$ cat config.mk
export PLATFORM = sky130hd
export DESIGN_NAME = ccevs_top
export DESIGN_NICKNAME = d
export VERILOG_FILES = /design/src/pkg/ccevs_pkg.sv /design/src/verilog/ccevs_sync.sv /design/src/verilog/ccevs_channel.sv /design/src/verilog/ccevs_top.sv
export SDC_FILE = /design/constraint.sdc
export NUM_CORES = 1
export LEC_CHECK = 0
export ABC_AREA = 1
export BUFFER_PORTS_ARGS = -buffer_cell sky130_fd_sc_hd__buf_2
export CAP_MARGIN = 0
export CORE_UTILIZATION = 47
export CTS_CLUSTER_DIAMETER = 150
export CTS_CLUSTER_SIZE = 14
export DETAILED_ROUTE_END_ITERATION = 8
export PLACE_DENSITY = 0.67
export SYNTH_ARGS = -nofsm -noshare
export SYNTH_HDL_FRONTEND = slang
export SYNTH_SLANG_ARGS = --single-unit
$ cat constraint.sdc
create_clock -name clk_i -period 1.94 [get_ports clk_i]
set_clock_uncertainty 0.2 [all_clocks]
set_input_delay 0.194 -clock clk_i [delete_from_list [all_inputs] [get_ports clk_i]]
set_output_delay 0.194 -clock clk_i [all_outputs]
set_load 0.02 [all_outputs]
$ cat src/pkg/ccevs_pkg.sv
// Purpose: Shared constants for the capture/compare event status block
// Assumes: 32-bit classic Wishbone, byte addresses in wb_adr_i[7:0]
// Notes:   Register offsets are word aligned
package ccevs_pkg;
    localparam int NUM_CH = 4;
    localparam int TMR_W  = 16;
    // Register byte offsets
    localparam logic [7:0] ADR_PEND_LOW  = 8'h00;
    localparam logic [7:0] ADR_EN_LOW    = 8'h04;
    localparam logic [7:0] ADR_PEND_HIGH = 8'h08;
    localparam logic [7:0] ADR_EN_HIGH   = 8'h0c;
    localparam logic [7:0] ADR_OVR_EN    = 8'h10;
    localparam logic [7:0] ADR_OVR_STAT  = 8'h14;
    localparam logic [7:0] ADR_TMR_CTRL  = 8'h18;
    localparam logic [7:0] ADR_TMR1      = 8'h1c;
    localparam logic [7:0] ADR_TMR2      = 8'h20;
    localparam logic [3:0] ADR_CTRL_BLK  = 4'h4;
    localparam logic [3:0] ADR_TIME_BLK  = 4'h6;
    // Channel control fields
    localparam int CTL_TB   = 7;
    localparam int CTL_CE   = 6;
    localparam int CTL_M1   = 5;
    localparam int CTL_M0   = 4;
    localparam int CTL_RE   = 3;
    localparam int CTL_ROT  = 1;
    localparam int CTL_ONRT = 0;
    localparam logic [7:0] CTL_MASK = 8'hfb;
    // Pending fields
    localparam int PL_TMR1 = 4;
    localparam int PL_TMR2 = 5;
    localparam int PH_PAIR_A = 4;
    localparam int PH_PAIR_B = 5;
    localparam logic [7:0] PL_MASK = 8'h3f;
    localparam logic [7:0] PH_MASK = 8'h30;
    // Timer control fields
    localparam int TC_RUN1 = 0;
    localparam int TC_RUN2 = 1;
    // Reset values
    localparam logic [7:0]  RST_REG8 = 8'h00;
    localparam logic [15:0] RST_TMR  = 16'h0000;
    localparam logic [31:0] RD_ZERO  = 32'h0000_0000;
endpackage

$ cat src/verilog/ccevs_sync.sv
// Purpose: Two-stage synchroniser for pin inputs
// Assumes: Inputs are asynchronous levels
// Notes:   First stage feeds only the second
`timescale 1ns/1ps
`default_nettype none
module ccevs_sync #(
    parameter int W = 4
) (
    input  wire logic         clk_i,
    input  wire logic         resetn_i,
    input  wire logic [W-1:0] d_i,
    output var  logic [W-1:0] q_o
);
    logic [W-1:0] s1_r;

    always_ff @(posedge clk_i or negedge resetn_i) begin
        if (!resetn_i) begin
            s1_r <= '0;
            q_o  <= '0;
        end else begin
            s1_r <= d_i;
            q_o  <= s1_r;
        end
    end
endmodule
`default_nettype wire

$ cat src/verilog/ccevs_channel.sv
// Purpose: One capture/compare channel with event-time register and buffer
// Assumes: pin_i already synchronised; timers step at most once a cycle
// Notes:   Event, overrun and timer-reset outputs are one-cycle pulses
`timescale 1ns/1ps
`default_nettype none
module ccevs_channel
    import ccevs_pkg::*;
#(
    parameter int W = TMR_W
) (
    input  wire logic         clk_i,
    input  wire logic         resetn_i,
    input  wire logic [7:0]   ctrl_i,
    input  wire logic         pin_i,
    input  wire logic [W-1:0] ref_tmr_i,
    input  wire logic         time_wr_i,
    input  wire logic [W-1:0] time_wdat_i,
    input  wire logic         time_rd_i,
    output var  logic [W-1:0] time_o,
    output var  logic         event_o,
    output var  logic         overrun_o,
    output var  logic         rst_ref_o,
    output var  logic         rst_opp_o,
    output var  logic         pin_o
);
    logic [W-1:0] buf_r, time_nxt, buf_nxt;
    logic         tfull_r, bfull_r, tfull_nxt, bfull_nxt;
    logic         pin_d_r, armed_r, eq_d_r, ev_nxt, ov_nxt;
    logic         ce, cap, eq, match;

    assign ce    = ctrl_i[CTL_CE];
    assign cap   = !ce && ((ctrl_i[CTL_M0] && pin_d_r && !pin_i) || (ctrl_i[CTL_M1] && !pin_d_r && pin_i));
    assign eq    = (ref_tmr_i == time_o);
    // Edge of equality, so a stopped timer cannot retrigger
    assign match = ce && armed_r && eq && !eq_d_r;

    always_comb begin
        time_nxt  = time_o;
        buf_nxt   = buf_r;
        tfull_nxt = tfull_r;
        bfull_nxt = bfull_r;
        ev_nxt    = 1'b0;
        ov_nxt    = 1'b0;
        if (time_wr_i) begin
            time_nxt = time_wdat_i;
        end
        // RULE_17 read drains buffer
        if (time_rd_i && !ce) begin
            if (bfull_r) begin
                time_nxt  = buf_r;
                bfull_nxt = 1'b0;
                ev_nxt    = 1'b1;
            end else begin
                tfull_nxt = 1'b0;
            end
        end
        // RULE_16 store reference timer
        if (cap) begin
            if (!tfull_nxt) begin
                time_nxt  = ref_tmr_i;
                tfull_nxt = 1'b1;
                // RULE_07 pending on move
                ev_nxt    = 1'b1;
            end else if (!bfull_nxt) begin
                buf_nxt   = ref_tmr_i;
                bfull_nxt = 1'b1;
            end else begin
                // RULE_01 overrun, overwrite option
                ov_nxt = 1'b1;
                if (ctrl_i[CTL_ONRT]) begin
                    buf_nxt = ref_tmr_i;
                end
            end
        end
        if (ce) begin
            tfull_nxt = 1'b0;
            bfull_nxt = 1'b0;
        end
        // RULE_06 pending on every match
        if (match) begin
            ev_nxt = 1'b1;
        end
    end

    // RULE_18 flags clear at reset
    always_ff @(posedge clk_i or negedge resetn_i) begin
        if (!resetn_i) begin
            time_o    <= '0;
            buf_r     <= '0;
            tfull_r   <= 1'b0;
            bfull_r   <= 1'b0;
            event_o   <= 1'b0;
            overrun_o <= 1'b0;
        end else begin
            time_o    <= time_nxt;
            buf_r     <= buf_nxt;
            tfull_r   <= tfull_nxt;
            bfull_r   <= bfull_nxt;
            event_o   <= ev_nxt;
            overrun_o <= ov_nxt;
        end
    end

    always_ff @(posedge clk_i or negedge resetn_i) begin
        if (!resetn_i) begin
            pin_d_r <= 1'b0;
            eq_d_r  <= 1'b0;
            armed_r <= 1'b0;
        end else begin
            pin_d_r <= pin_i;
            eq_d_r  <= eq;
            if (time_wr_i && ce) begin
                armed_r <= 1'b1;
            end else if (match && !ctrl_i[CTL_RE]) begin
                armed_r <= 1'b0;
            end
        end
    end

    always_ff @(posedge clk_i or negedge resetn_i) begin
        if (!resetn_i) begin
            pin_o     <= 1'b0;
            rst_ref_o <= 1'b0;
            rst_opp_o <= 1'b0;
        end else begin
            if (match) begin
                unique case ({ctrl_i[CTL_M1], ctrl_i[CTL_M0]})
                    2'b01: pin_o <= 1'b0;
                    2'b10: pin_o <= 1'b1;
                    2'b11: pin_o <= !pin_o;
                    2'b00: pin_o <= pin_o;
                endcase
            end
            // RULE_02 reset on match
            // RULE_15 pick reference or opposite
            rst_ref_o <= match && ctrl_i[CTL_ONRT] && !ctrl_i[CTL_ROT];
            rst_opp_o <= (match && ctrl_i[CTL_ONRT] && ctrl_i[CTL_ROT]) || (cap && ctrl_i[CTL_ROT]);
        end
    end
endmodule
`default_nettype wire

$ cat src/verilog/ccevs_top.sv
// Purpose: Four-channel capture/compare unit with two timers and status
// Assumes: Classic Wishbone slave, 32-bit data, one clock domain
// Notes:   Registers answer one cycle after the request is seen
// Function
// RULE_01 - Capture overrun; overwrite bit picks survivor
// RULE_02 - Compare match resets selected timer if enabled
// RULE_03 - Four channel, two overflow pending bits
// RULE_04 - Overruns grouped into high bits 4, 5
// RULE_05 - Overrun source enables gate pair bits
// RULE_06 - Compare match sets pending even masked
// RULE_07 - Capture into time register sets pending
// RULE_08 - Overflow and overrun set pending bits
// RULE_09 - Mask blocks delivery, pending still updates
// RULE_10 - Overrun status mirrors enable layout
// RULE_11 - Vectoring leaves overrun status bits alone
// RULE_12 - Vectoring clears only that pair bit
// RULE_13 - Software writes never set overrun status
// RULE_14 - Software polls status to find overrun
// RULE_15 - Timer pick: reference or opposite timer
// RULE_16 - Capture stores reference timer value
// RULE_17 - Reading time register drains the buffer
// RULE_18 - Reset clears pending, status, full flags
//
// The address map and register access over Wishbone were left to the implementer.
`timescale 1ns/1ps
`default_nettype none
module ccevs_top
    import ccevs_pkg::*;
#(
    parameter int NCH = NUM_CH,
    parameter int TW  = TMR_W
) (
    input  wire logic           clk_i,
    input  wire logic           resetn_i,
    input  wire logic           wb_cyc_i,
    input  wire logic           wb_stb_i,
    input  wire logic           wb_we_i,
    input  wire logic [7:0]     wb_adr_i,
    input  wire logic [3:0]     wb_sel_i,
    input  wire logic [31:0]    wb_dat_i,
    output var  logic [31:0]    wb_dat_o,
    output var  logic           wb_ack_o,
    input  wire logic [NCH-1:0] cap_pin_i,
    output var  logic [NCH-1:0] cmp_pin_o,
    input  wire logic [1:0]     vector_ack_i,
    output var  logic           irq_o
);
    function automatic logic [31:0] wb_merge(input logic [31:0] old, input logic [31:0] nw,
                                             input logic [3:0] sel);
        logic [31:0] r;
        r = old;
        for (int b = 0; b < 4; b++) begin
            if (sel[b]) begin
                r[b*8 +: 8] = nw[b*8 +: 8];
            end
        end
        return r;
    endfunction

    // A select on a call result is not legal, so timer-wide merges go through here
    function automatic logic [TW-1:0] wb_merge_t(input logic [TW-1:0] old, input logic [31:0] nw,
                                                 input logic [3:0] sel);
        logic [31:0] m;
        m = wb_merge({{(32-TW){1'b0}}, old}, nw, sel);
        return m[TW-1:0];
    endfunction

    function automatic logic w1c_lo(input logic [31:0] d, input logic [3:0] sel, input int bit_n);
        return sel[0] && d[bit_n];
    endfunction

    logic        take, wr_en, rd_en;
    logic [1:0]  ch_idx;
    logic        ctrl_hit, time_hit;
    logic [31:0] rdata;

    logic [7:0]  pend_low_r, en_low_r, pend_high_r, en_high_r;
    logic [7:0]  ovr_en_r, ovr_stat_r, tmr_ctrl_r;
    logic [7:0]  pend_low_nxt, pend_high_nxt, ovr_stat_nxt;
    logic [7:0]  ctrl_r [NCH];
    logic [TW-1:0] tmr1_r, tmr2_r;
    logic        ovf1, ovf2, rst_t1, rst_t2;

    logic [NCH-1:0] pin_s, ev, ovr, rst_ref, rst_opp, t_wr, t_rd;
    logic [TW-1:0]  ch_time [NCH];
    logic [NCH-1:0] ovr_gated;

    ccevs_sync #(
        .W (NCH)
    ) u_sync (
        .clk_i    (clk_i),
        .resetn_i (resetn_i),
        .d_i      (cap_pin_i),
        .q_o      (pin_s)
    );

    // Wishbone decode: one request answered per ack
    assign take     = wb_cyc_i && wb_stb_i && !wb_ack_o;
    assign wr_en    = take && wb_we_i;
    assign rd_en    = take && !wb_we_i;
    assign ch_idx   = wb_adr_i[3:2];
    assign ctrl_hit = (wb_adr_i[7:4] == ADR_CTRL_BLK);
    assign time_hit = (wb_adr_i[7:4] == ADR_TIME_BLK);

    for (genvar c = 0; c < NCH; c++) begin : g_ch
        logic [TW-1:0] ref_t;
        logic          tb;
        assign tb    = ctrl_r[c][CTL_TB];
        assign ref_t = tb ? tmr2_r : tmr1_r;
        assign t_wr[c] = wr_en && time_hit && (ch_idx == c[1:0]) && wb_sel_i[0];
        assign t_rd[c] = rd_en && time_hit && (ch_idx == c[1:0]);

        ccevs_channel #(
            .W (TW)
        ) u_ch (
            .clk_i       (clk_i),
            .resetn_i    (resetn_i),
            .ctrl_i      (ctrl_r[c]),
            .pin_i       (pin_s[c]),
            .ref_tmr_i   (ref_t),
            .time_wr_i   (t_wr[c]),
            .time_wdat_i (wb_merge_t(ch_time[c], wb_dat_i, wb_sel_i)),
            .time_rd_i   (t_rd[c]),
            .time_o      (ch_time[c]),
            .event_o     (ev[c]),
            .overrun_o   (ovr[c]),
            .rst_ref_o   (rst_ref[c]),
            .rst_opp_o   (rst_opp[c]),
            .pin_o       (cmp_pin_o[c])
        );
    end

    // RULE_02 map channel resets to timers
    always_comb begin
        rst_t1 = 1'b0;
        rst_t2 = 1'b0;
        for (int c = 0; c < NCH; c++) begin
            if (ctrl_r[c][CTL_TB]) begin
                rst_t2 = rst_t2 || rst_ref[c];
                rst_t1 = rst_t1 || rst_opp[c];
            end else begin
                rst_t1 = rst_t1 || rst_ref[c];
                rst_t2 = rst_t2 || rst_opp[c];
            end
        end
    end

    assign ovf1 = tmr_ctrl_r[TC_RUN1] && (tmr1_r == {TW{1'b1}});
    assign ovf2 = tmr_ctrl_r[TC_RUN2] && (tmr2_r == {TW{1'b1}});

    // Channel resets lose to a software load in the same cycle
    always_ff @(posedge clk_i or negedge resetn_i) begin
        if (!resetn_i) begin
            tmr1_r <= RST_TMR;
            tmr2_r <= RST_TMR;
        end else begin
            if (wr_en && wb_adr_i == ADR_TMR1) begin
                tmr1_r <= wb_merge_t(tmr1_r, wb_dat_i, wb_sel_i);
            end else if (rst_t1) begin
                tmr1_r <= RST_TMR;
            end else if (tmr_ctrl_r[TC_RUN1]) begin
                tmr1_r <= tmr1_r + 1'b1;
            end
            if (wr_en && wb_adr_i == ADR_TMR2) begin
                tmr2_r <= wb_merge_t(tmr2_r, wb_dat_i, wb_sel_i);
            end else if (rst_t2) begin
                tmr2_r <= RST_TMR;
            end else if (tmr_ctrl_r[TC_RUN2]) begin
                tmr2_r <= tmr2_r + 1'b1;
            end
        end
    end

    // Plain read/write configuration
    always_ff @(posedge clk_i or negedge resetn_i) begin
        if (!resetn_i) begin
            en_low_r   <= RST_REG8;
            en_high_r  <= RST_REG8;
            ovr_en_r   <= RST_REG8;
            tmr_ctrl_r <= RST_REG8;
            for (int c = 0; c < NCH; c++) begin
                ctrl_r[c] <= RST_REG8;
            end
        end else if (wr_en && wb_sel_i[0]) begin
            if (wb_adr_i == ADR_EN_LOW) begin
                en_low_r <= wb_dat_i[7:0] & PL_MASK;
            end
            if (wb_adr_i == ADR_EN_HIGH) begin
                en_high_r <= wb_dat_i[7:0] & PH_MASK;
            end
            if (wb_adr_i == ADR_OVR_EN) begin
                ovr_en_r <= {4'h0, wb_dat_i[3:0]};
            end
            if (wb_adr_i == ADR_TMR_CTRL) begin
                tmr_ctrl_r <= {6'h00, wb_dat_i[1:0]};
            end
            if (ctrl_hit) begin
                ctrl_r[ch_idx] <= wb_dat_i[7:0] & CTL_MASK;
            end
        end
    end

    // RULE_05 per-source overrun enables
    assign ovr_gated = ovr & ovr_en_r[NCH-1:0];

    // Set always wins over a clear in the same cycle
    always_comb begin
        pend_low_nxt  = pend_low_r;
        pend_high_nxt = pend_high_r;
        ovr_stat_nxt  = ovr_stat_r;
        if (wr_en && wb_adr_i == ADR_PEND_LOW) begin
            for (int b = 0; b < 8; b++) begin
                if (w1c_lo(wb_dat_i, wb_sel_i, b)) begin
                    pend_low_nxt[b] = 1'b0;
                end
            end
        end
        if (wr_en && wb_adr_i == ADR_PEND_HIGH) begin
            for (int b = 0; b < 8; b++) begin
                if (w1c_lo(wb_dat_i, wb_sel_i, b)) begin
                    pend_high_nxt[b] = 1'b0;
                end
            end
        end
        // RULE_12 vectoring clears pair only
        if (vector_ack_i[0]) begin
            pend_high_nxt[PH_PAIR_A] = 1'b0;
        end
        if (vector_ack_i[1]) begin
            pend_high_nxt[PH_PAIR_B] = 1'b0;
        end
        // RULE_11 status untouched by vectoring
        // RULE_13 writes only clear status
        if (wr_en && wb_adr_i == ADR_OVR_STAT) begin
            for (int b = 0; b < NCH; b++) begin
                if (w1c_lo(wb_dat_i, wb_sel_i, b)) begin
                    ovr_stat_nxt[b] = 1'b0;
                end
            end
        end
        // RULE_03 channel and overflow bits
        // RULE_06 events set pending regardless
        pend_low_nxt[NCH-1:0] = pend_low_nxt[NCH-1:0] | ev;
        // RULE_08 overflow sets pending
        if (ovf1) begin
            pend_low_nxt[PL_TMR1] = 1'b1;
        end
        if (ovf2) begin
            pend_low_nxt[PL_TMR2] = 1'b1;
        end
        // RULE_04 pairs into high bits
        if (|ovr_gated[1:0]) begin
            pend_high_nxt[PH_PAIR_A] = 1'b1;
        end
        if (|ovr_gated[3:2]) begin
            pend_high_nxt[PH_PAIR_B] = 1'b1;
        end
        // RULE_10 one status bit per channel
        ovr_stat_nxt[NCH-1:0] = ovr_stat_nxt[NCH-1:0] | ovr;
    end

    // RULE_18 pending and status reset
    always_ff @(posedge clk_i or negedge resetn_i) begin
        if (!resetn_i) begin
            pend_low_r  <= RST_REG8;
            pend_high_r <= RST_REG8;
            ovr_stat_r  <= RST_REG8;
        end else begin
            pend_low_r  <= pend_low_nxt & PL_MASK;
            pend_high_r <= pend_high_nxt & PH_MASK;
            ovr_stat_r  <= ovr_stat_nxt;
        end
    end

    // RULE_14 status readable for polling
    always_comb begin
        rdata = RD_ZERO;
        if (ctrl_hit) begin
            rdata[7:0] = ctrl_r[ch_idx];
        end else if (time_hit) begin
            rdata[TW-1:0] = ch_time[ch_idx];
        end else begin
            unique case (wb_adr_i)
                ADR_PEND_LOW:  rdata[7:0] = pend_low_r;
                ADR_EN_LOW:    rdata[7:0] = en_low_r;
                ADR_PEND_HIGH: rdata[7:0] = pend_high_r;
                ADR_EN_HIGH:   rdata[7:0] = en_high_r;
                ADR_OVR_EN:    rdata[7:0] = ovr_en_r;
                ADR_OVR_STAT:  rdata[7:0] = ovr_stat_r;
                ADR_TMR_CTRL:  rdata[7:0] = tmr_ctrl_r;
                ADR_TMR1:      rdata[TW-1:0] = tmr1_r;
                ADR_TMR2:      rdata[TW-1:0] = tmr2_r;
                default:       rdata = RD_ZERO;
            endcase
        end
    end

    // Ack every request, unmapped ones read zero
    always_ff @(posedge clk_i or negedge resetn_i) begin
        if (!resetn_i) begin
            wb_ack_o <= 1'b0;
            wb_dat_o <= RD_ZERO;
        end else begin
            wb_ack_o <= take;
            if (rd_en) begin
                wb_dat_o <= rdata;
            end
        end
    end

    // RULE_09 mask gates only delivery
    assign irq_o = |(pend_low_r & en_low_r) || |(pend_high_r & en_high_r);
endmodule
`default_nettype wire

==> summary.txt <==
Run status
  • Status: finished, violations left
  • Violated checks: setup timing

Route
  • Drt wl/cell: 22.0 µm
  • Antenna Nets Post-Route: 0
  • DRC Markers: 0
  • Via count: a little under 20,000
  • WL final: about 74 mm
  • First-pass iteration count of the detailed router: 6
  • Initial DRC count: about 2,100
  • Vias per inst: ~5.7

Synthesis
  • Top cells by area, synth: dfrtp_1 41%, nand2_1 23%, nand3_1 6.2%
  • Largest area contributor in the netlist: dfrtp_1
  • Cell Area, Synth: between 15,000 and 20,000 µm²
  • Post-Syn Instances: ~2,500
  • Number of synthesis warnings: 0
  • Seq/Total Area, Yosys: 0.415
  • Avg Synthesized Cell Area: 6.82 µm²
  • Flops & latches, synth: around 280
  • Post-synthesis cell type count: 54
  • Top-area cell type share of the netlist area: 0.415

Clock tree
  • Htree depth: 1
  • Clk slew on worst S/H paths: about 70 ps
  • CTS tree: built
  • CTS Root Cell: clkbuf_16
  • Longest Clk Path Bufs: 3
  • CTS Sinks: about 280
  • CTS Buf Count: 23
  • Clk_lat worst skew: about 560 ps

Setup path
  • CP Capture Type: flop
  • Crit path kind: flop to flop
  • Setup crit start kind: flop
  • Top Family by Delay on Critical Path: simple AND/OR/NAND/NOR gates
  • Setup slack, reg-to-reg: -130 ps
  • Slowest cell delay on critical path: roughly 450 ps
  • Crit path top cell by count: nor2_4
  • Critical path arrival: 2340 ps
  • Worst Path Required: 2210 ps
  • CP bufs+invs: 3
  • CP Max Fanout: 8
  • Cell Chain, Critical Path: nor2_4, nand2_2, nor2_4, buf_6, nand3_4, nand2_4, nor2_4, nor2_4, buf_4, buf_12, nand2_1, o21ai_1
  • Slowest stage cell, crit path: dfrtp_2

Timing
  • Minimum clock period: between 2000 and 2500 ps
  • Final period utilization: 1.07
  • Final Hold Viols: 0
  • Slew Limit Fails: 0
  • Hold WS: 24.1 ps
  • Slew HR: 0.315
  • Worst-margin pin slew: between 1000 and 1500 ps
  • Setup ws final: -135 ps
  • Unrepaired setup endpoints after global routing: yes
  • Setup-failing EPs final: 158
  • F_max: just under 500 MHz

Die
  • Die ar.: approximately 37,000 µm²
  • Top-level I/O count: between 90 and 100
  • Initial Utilization: 0.483
  • FP Rows: 68
  • Die height: 191 µm
  • Chip width: ~190 µm
  • Core area: 34,900 µm²

Power
  • Peak VDD IR: between 0.7 and 0.8 mV
  • PwrDens: 1030 nW/µm²
  • Leakage: around 12 nW

Worst hold path
  • Hold Path Class: input port to flop

Global routing
  • Total GRT Usage: 0.399
  • GR Overflow Total: 0
  • First-pass GRT wire length: between 100 and 150 mm
  • Initial antenna violation count: 0
  • Largest net degree at the start of global routing: 78
  • Vias in the first global route: approximately 18,000

Placement
  • DP HPWL: approximately 54 mm
  • Final GP Congestion: between 0.9 and 1
  • Dpl cell area: around 20,000 µm²
  • PortBufs: 58

Final layout
  • Area Growth Syn to Fin: 40.8%
  • Fin area: between 20,000 and 25,000 µm²
  • Nets: 2,982
  • Count of antenna diodes in the layout: 0
  • # fillers: slightly below 3,000
  • Layout cells sized above 1: 0.318

Run
  • Max cap viols: 0
cells by family (layout without fill, tap and decap cells):
| kind of cell | count (synthesis) | count (layout) | share of synthesized area |
|---|---|---|---|
| compound gates | 360 | 360 | 0.123 |
| other cells | 1 | 16 | 0.000223 |
| fa+ha+maj | 2 | 2 | 0.00149 |
| simple gates | 1442 | 1444 | 0.361 |
| buf+inv | 378 | 816 | 0.0961 |
| flops | 279 | 279 | 0.415 |
| xor+xnor | 8 | 8 | 0.00416 |
flip-flops by register name, summed over array words and instances (netlist names), 4 cells and up:
name                 flops
pend_low_r               6
ctrl_r                  28
g_ch.u_ch.overrun_o      4
g_ch.u_ch.event_o        4
g_ch.u_ch.armed_r        4
en_low_r                 6
g_ch.u_ch.eq_d_r         4
g_ch.u_ch.tfull_r        4
g_ch.u_ch.rst_ref_o      4
tmr2_r                  16
g_ch.u_ch.bfull_r        4
u_sync.s1_r              4
g_ch.u_ch.buf_r         64
g_ch.u_ch.pin_o          4
g_ch.u_ch.rst_opp_o      4
g_ch.u_ch.pin_d_r        4
ovr_en_r                 4
ovr_stat_r               4
wb_dat_o                16
tmr1_r                  16
u_sync.q_o               4
g_ch.u_ch.time_o        64
metal layers:
| metal | global-route usage | part of all wire |
|---|---|---|
| met1 | 0.534 | 0.40 |
| met2 | 0.630 | 0.45 |
| met3 | 0.0503 | 0.087 |
| met4 | 0.213 | 0.059 |
| met5 | 0 | 0 |
path summary, 6_finish.rpt:
path / startpoint / end / depth (start not counted)
max: wb_ack_o$_DFF_PN0_ / g_ch[3].u_ch.buf_r[2]$_DFFE_PN0P_ / 12
min: wb_dat_i[4] / pend_high_r[4]$_DFFE_PN0P_ / 5
max reg2reg: wb_ack_o$_DFF_PN0_ / g_ch[3].u_ch.buf_r[2]$_DFFE_PN0P_ / 12
min reg2reg: u_sync.s1_r[0]$_DFF_PN0_ / u_sync.q_o[0]$_DFF_PN0_ / 0
max in group asynchronous: resetn_i / ctrl_r[16]$_DFFE_PN0P_ / 3
min in group asynchronous: resetn_i / u_sync.s1_r[1]$_DFF_PN0_ / 3
repair_timing:
item                                    in CTS  in global routing
endpoints found under the setup margin     208                250
endpoints found under the hold margin      325                  0
pin swaps                                   93                 85
resized for setup                          295                254
gates cloned                                11                  5
hold buffers                                25                  0
buffers inserted                            48                 24
Yosys cell counts, drive strengths merged:
master / count
a21boi: 1
a21oi: 76
a221oi: 1
a22oi: 8
a31oi: 3
a41oi: 4
buf: 76
clkbuf: 44
clkinv: 3
conb: 1
dfrtp: 279
ha: 2
inv: 255
nand2: 1030
nand3: 213
nand3b: 4
nand4: 33
nor2: 145
nor3: 11
nor4: 4
o2111ai: 11
o211a: 1
o211ai: 26
o21ai: 199
o21bai: 3
o221ai: 6
o22ai: 18
o2bb2ai: 1
o31ai: 2
or2: 2
xnor2: 1
xor2: 7
worst min-delay path, cell delays in order:
cell and delay [ps]:
buf_2 110, nand2_1 110, buf_4 150, o211ai_1 100, o221ai_1 70
stage by stage:
stage | setup TNS (ps) | util | std cells | power, W | setup slack, ps
floorplan | -2360 | - | 2485 | 0.0132 | -109
global placement | -15780 | 0.583 | 3246 | 0.0177 | -261
detailed placement | -22290 | 0.583 | 3246 | 0.0178 | -333
CTS | -3240 | 0.647 | 3355 | 0.0231 | -130
global route | -30040 | 0.680 | 3380 | 0.0257 | -249
finish | -9290 | 0.680 | 3380 | 0.0243 | -135
layout by cell type (no fill, tap or decap), types with 5 or more instances in the layout:
cell	count
dlygate4sd3_1	25
a21oi_2	13
buf_4	360
o21ai_0	73
o211ai_1	26
nand2_2	129
dfrtp_2	16
clkbuf_16	25
nor2_4	31
inv_2	10
nor2_1	84
o21ai_1	83
buf_6	33
nand3_4	7
dfrtp_1	263
nand3_2	33
nand2_8	8
a21oi_1	62
inv_4	7
nand2_1	847
a22oi_1	8
buf_16	5
nand3_1	173
nor2_2	29
o2111ai_1	11
nand4_1	28
conb_1	16
nor3_1	9
nand4_4	5
o22ai_1	17
buf_2	57
o21ai_2	39
buf_12	41
buf_8	8
o221ai_1	6
inv_1	231
xor2_1	7
nand2_4	48
where the power goes:
group	internal (W)	switching (W)
combinational	0.00483	0.00630
sequential	0.00723	0.00165
clock	0.00211	0.00220
layout make-up:
cell class,count,area [µm²],share of cell area
Multi-Input combinational cell,1830,9770,0.412
Timing Repair inverter,2,13.8,0.000580
Clock buffer,25,583,0.0246
Inverter,258,1030,0.0435
Timing Repair Buffer,531,4740,0.200
Sequential cell,279,7000,0.295
Tap cell,455,569,0.0240
Note: power is estimated with default switching activity, not from simulation.
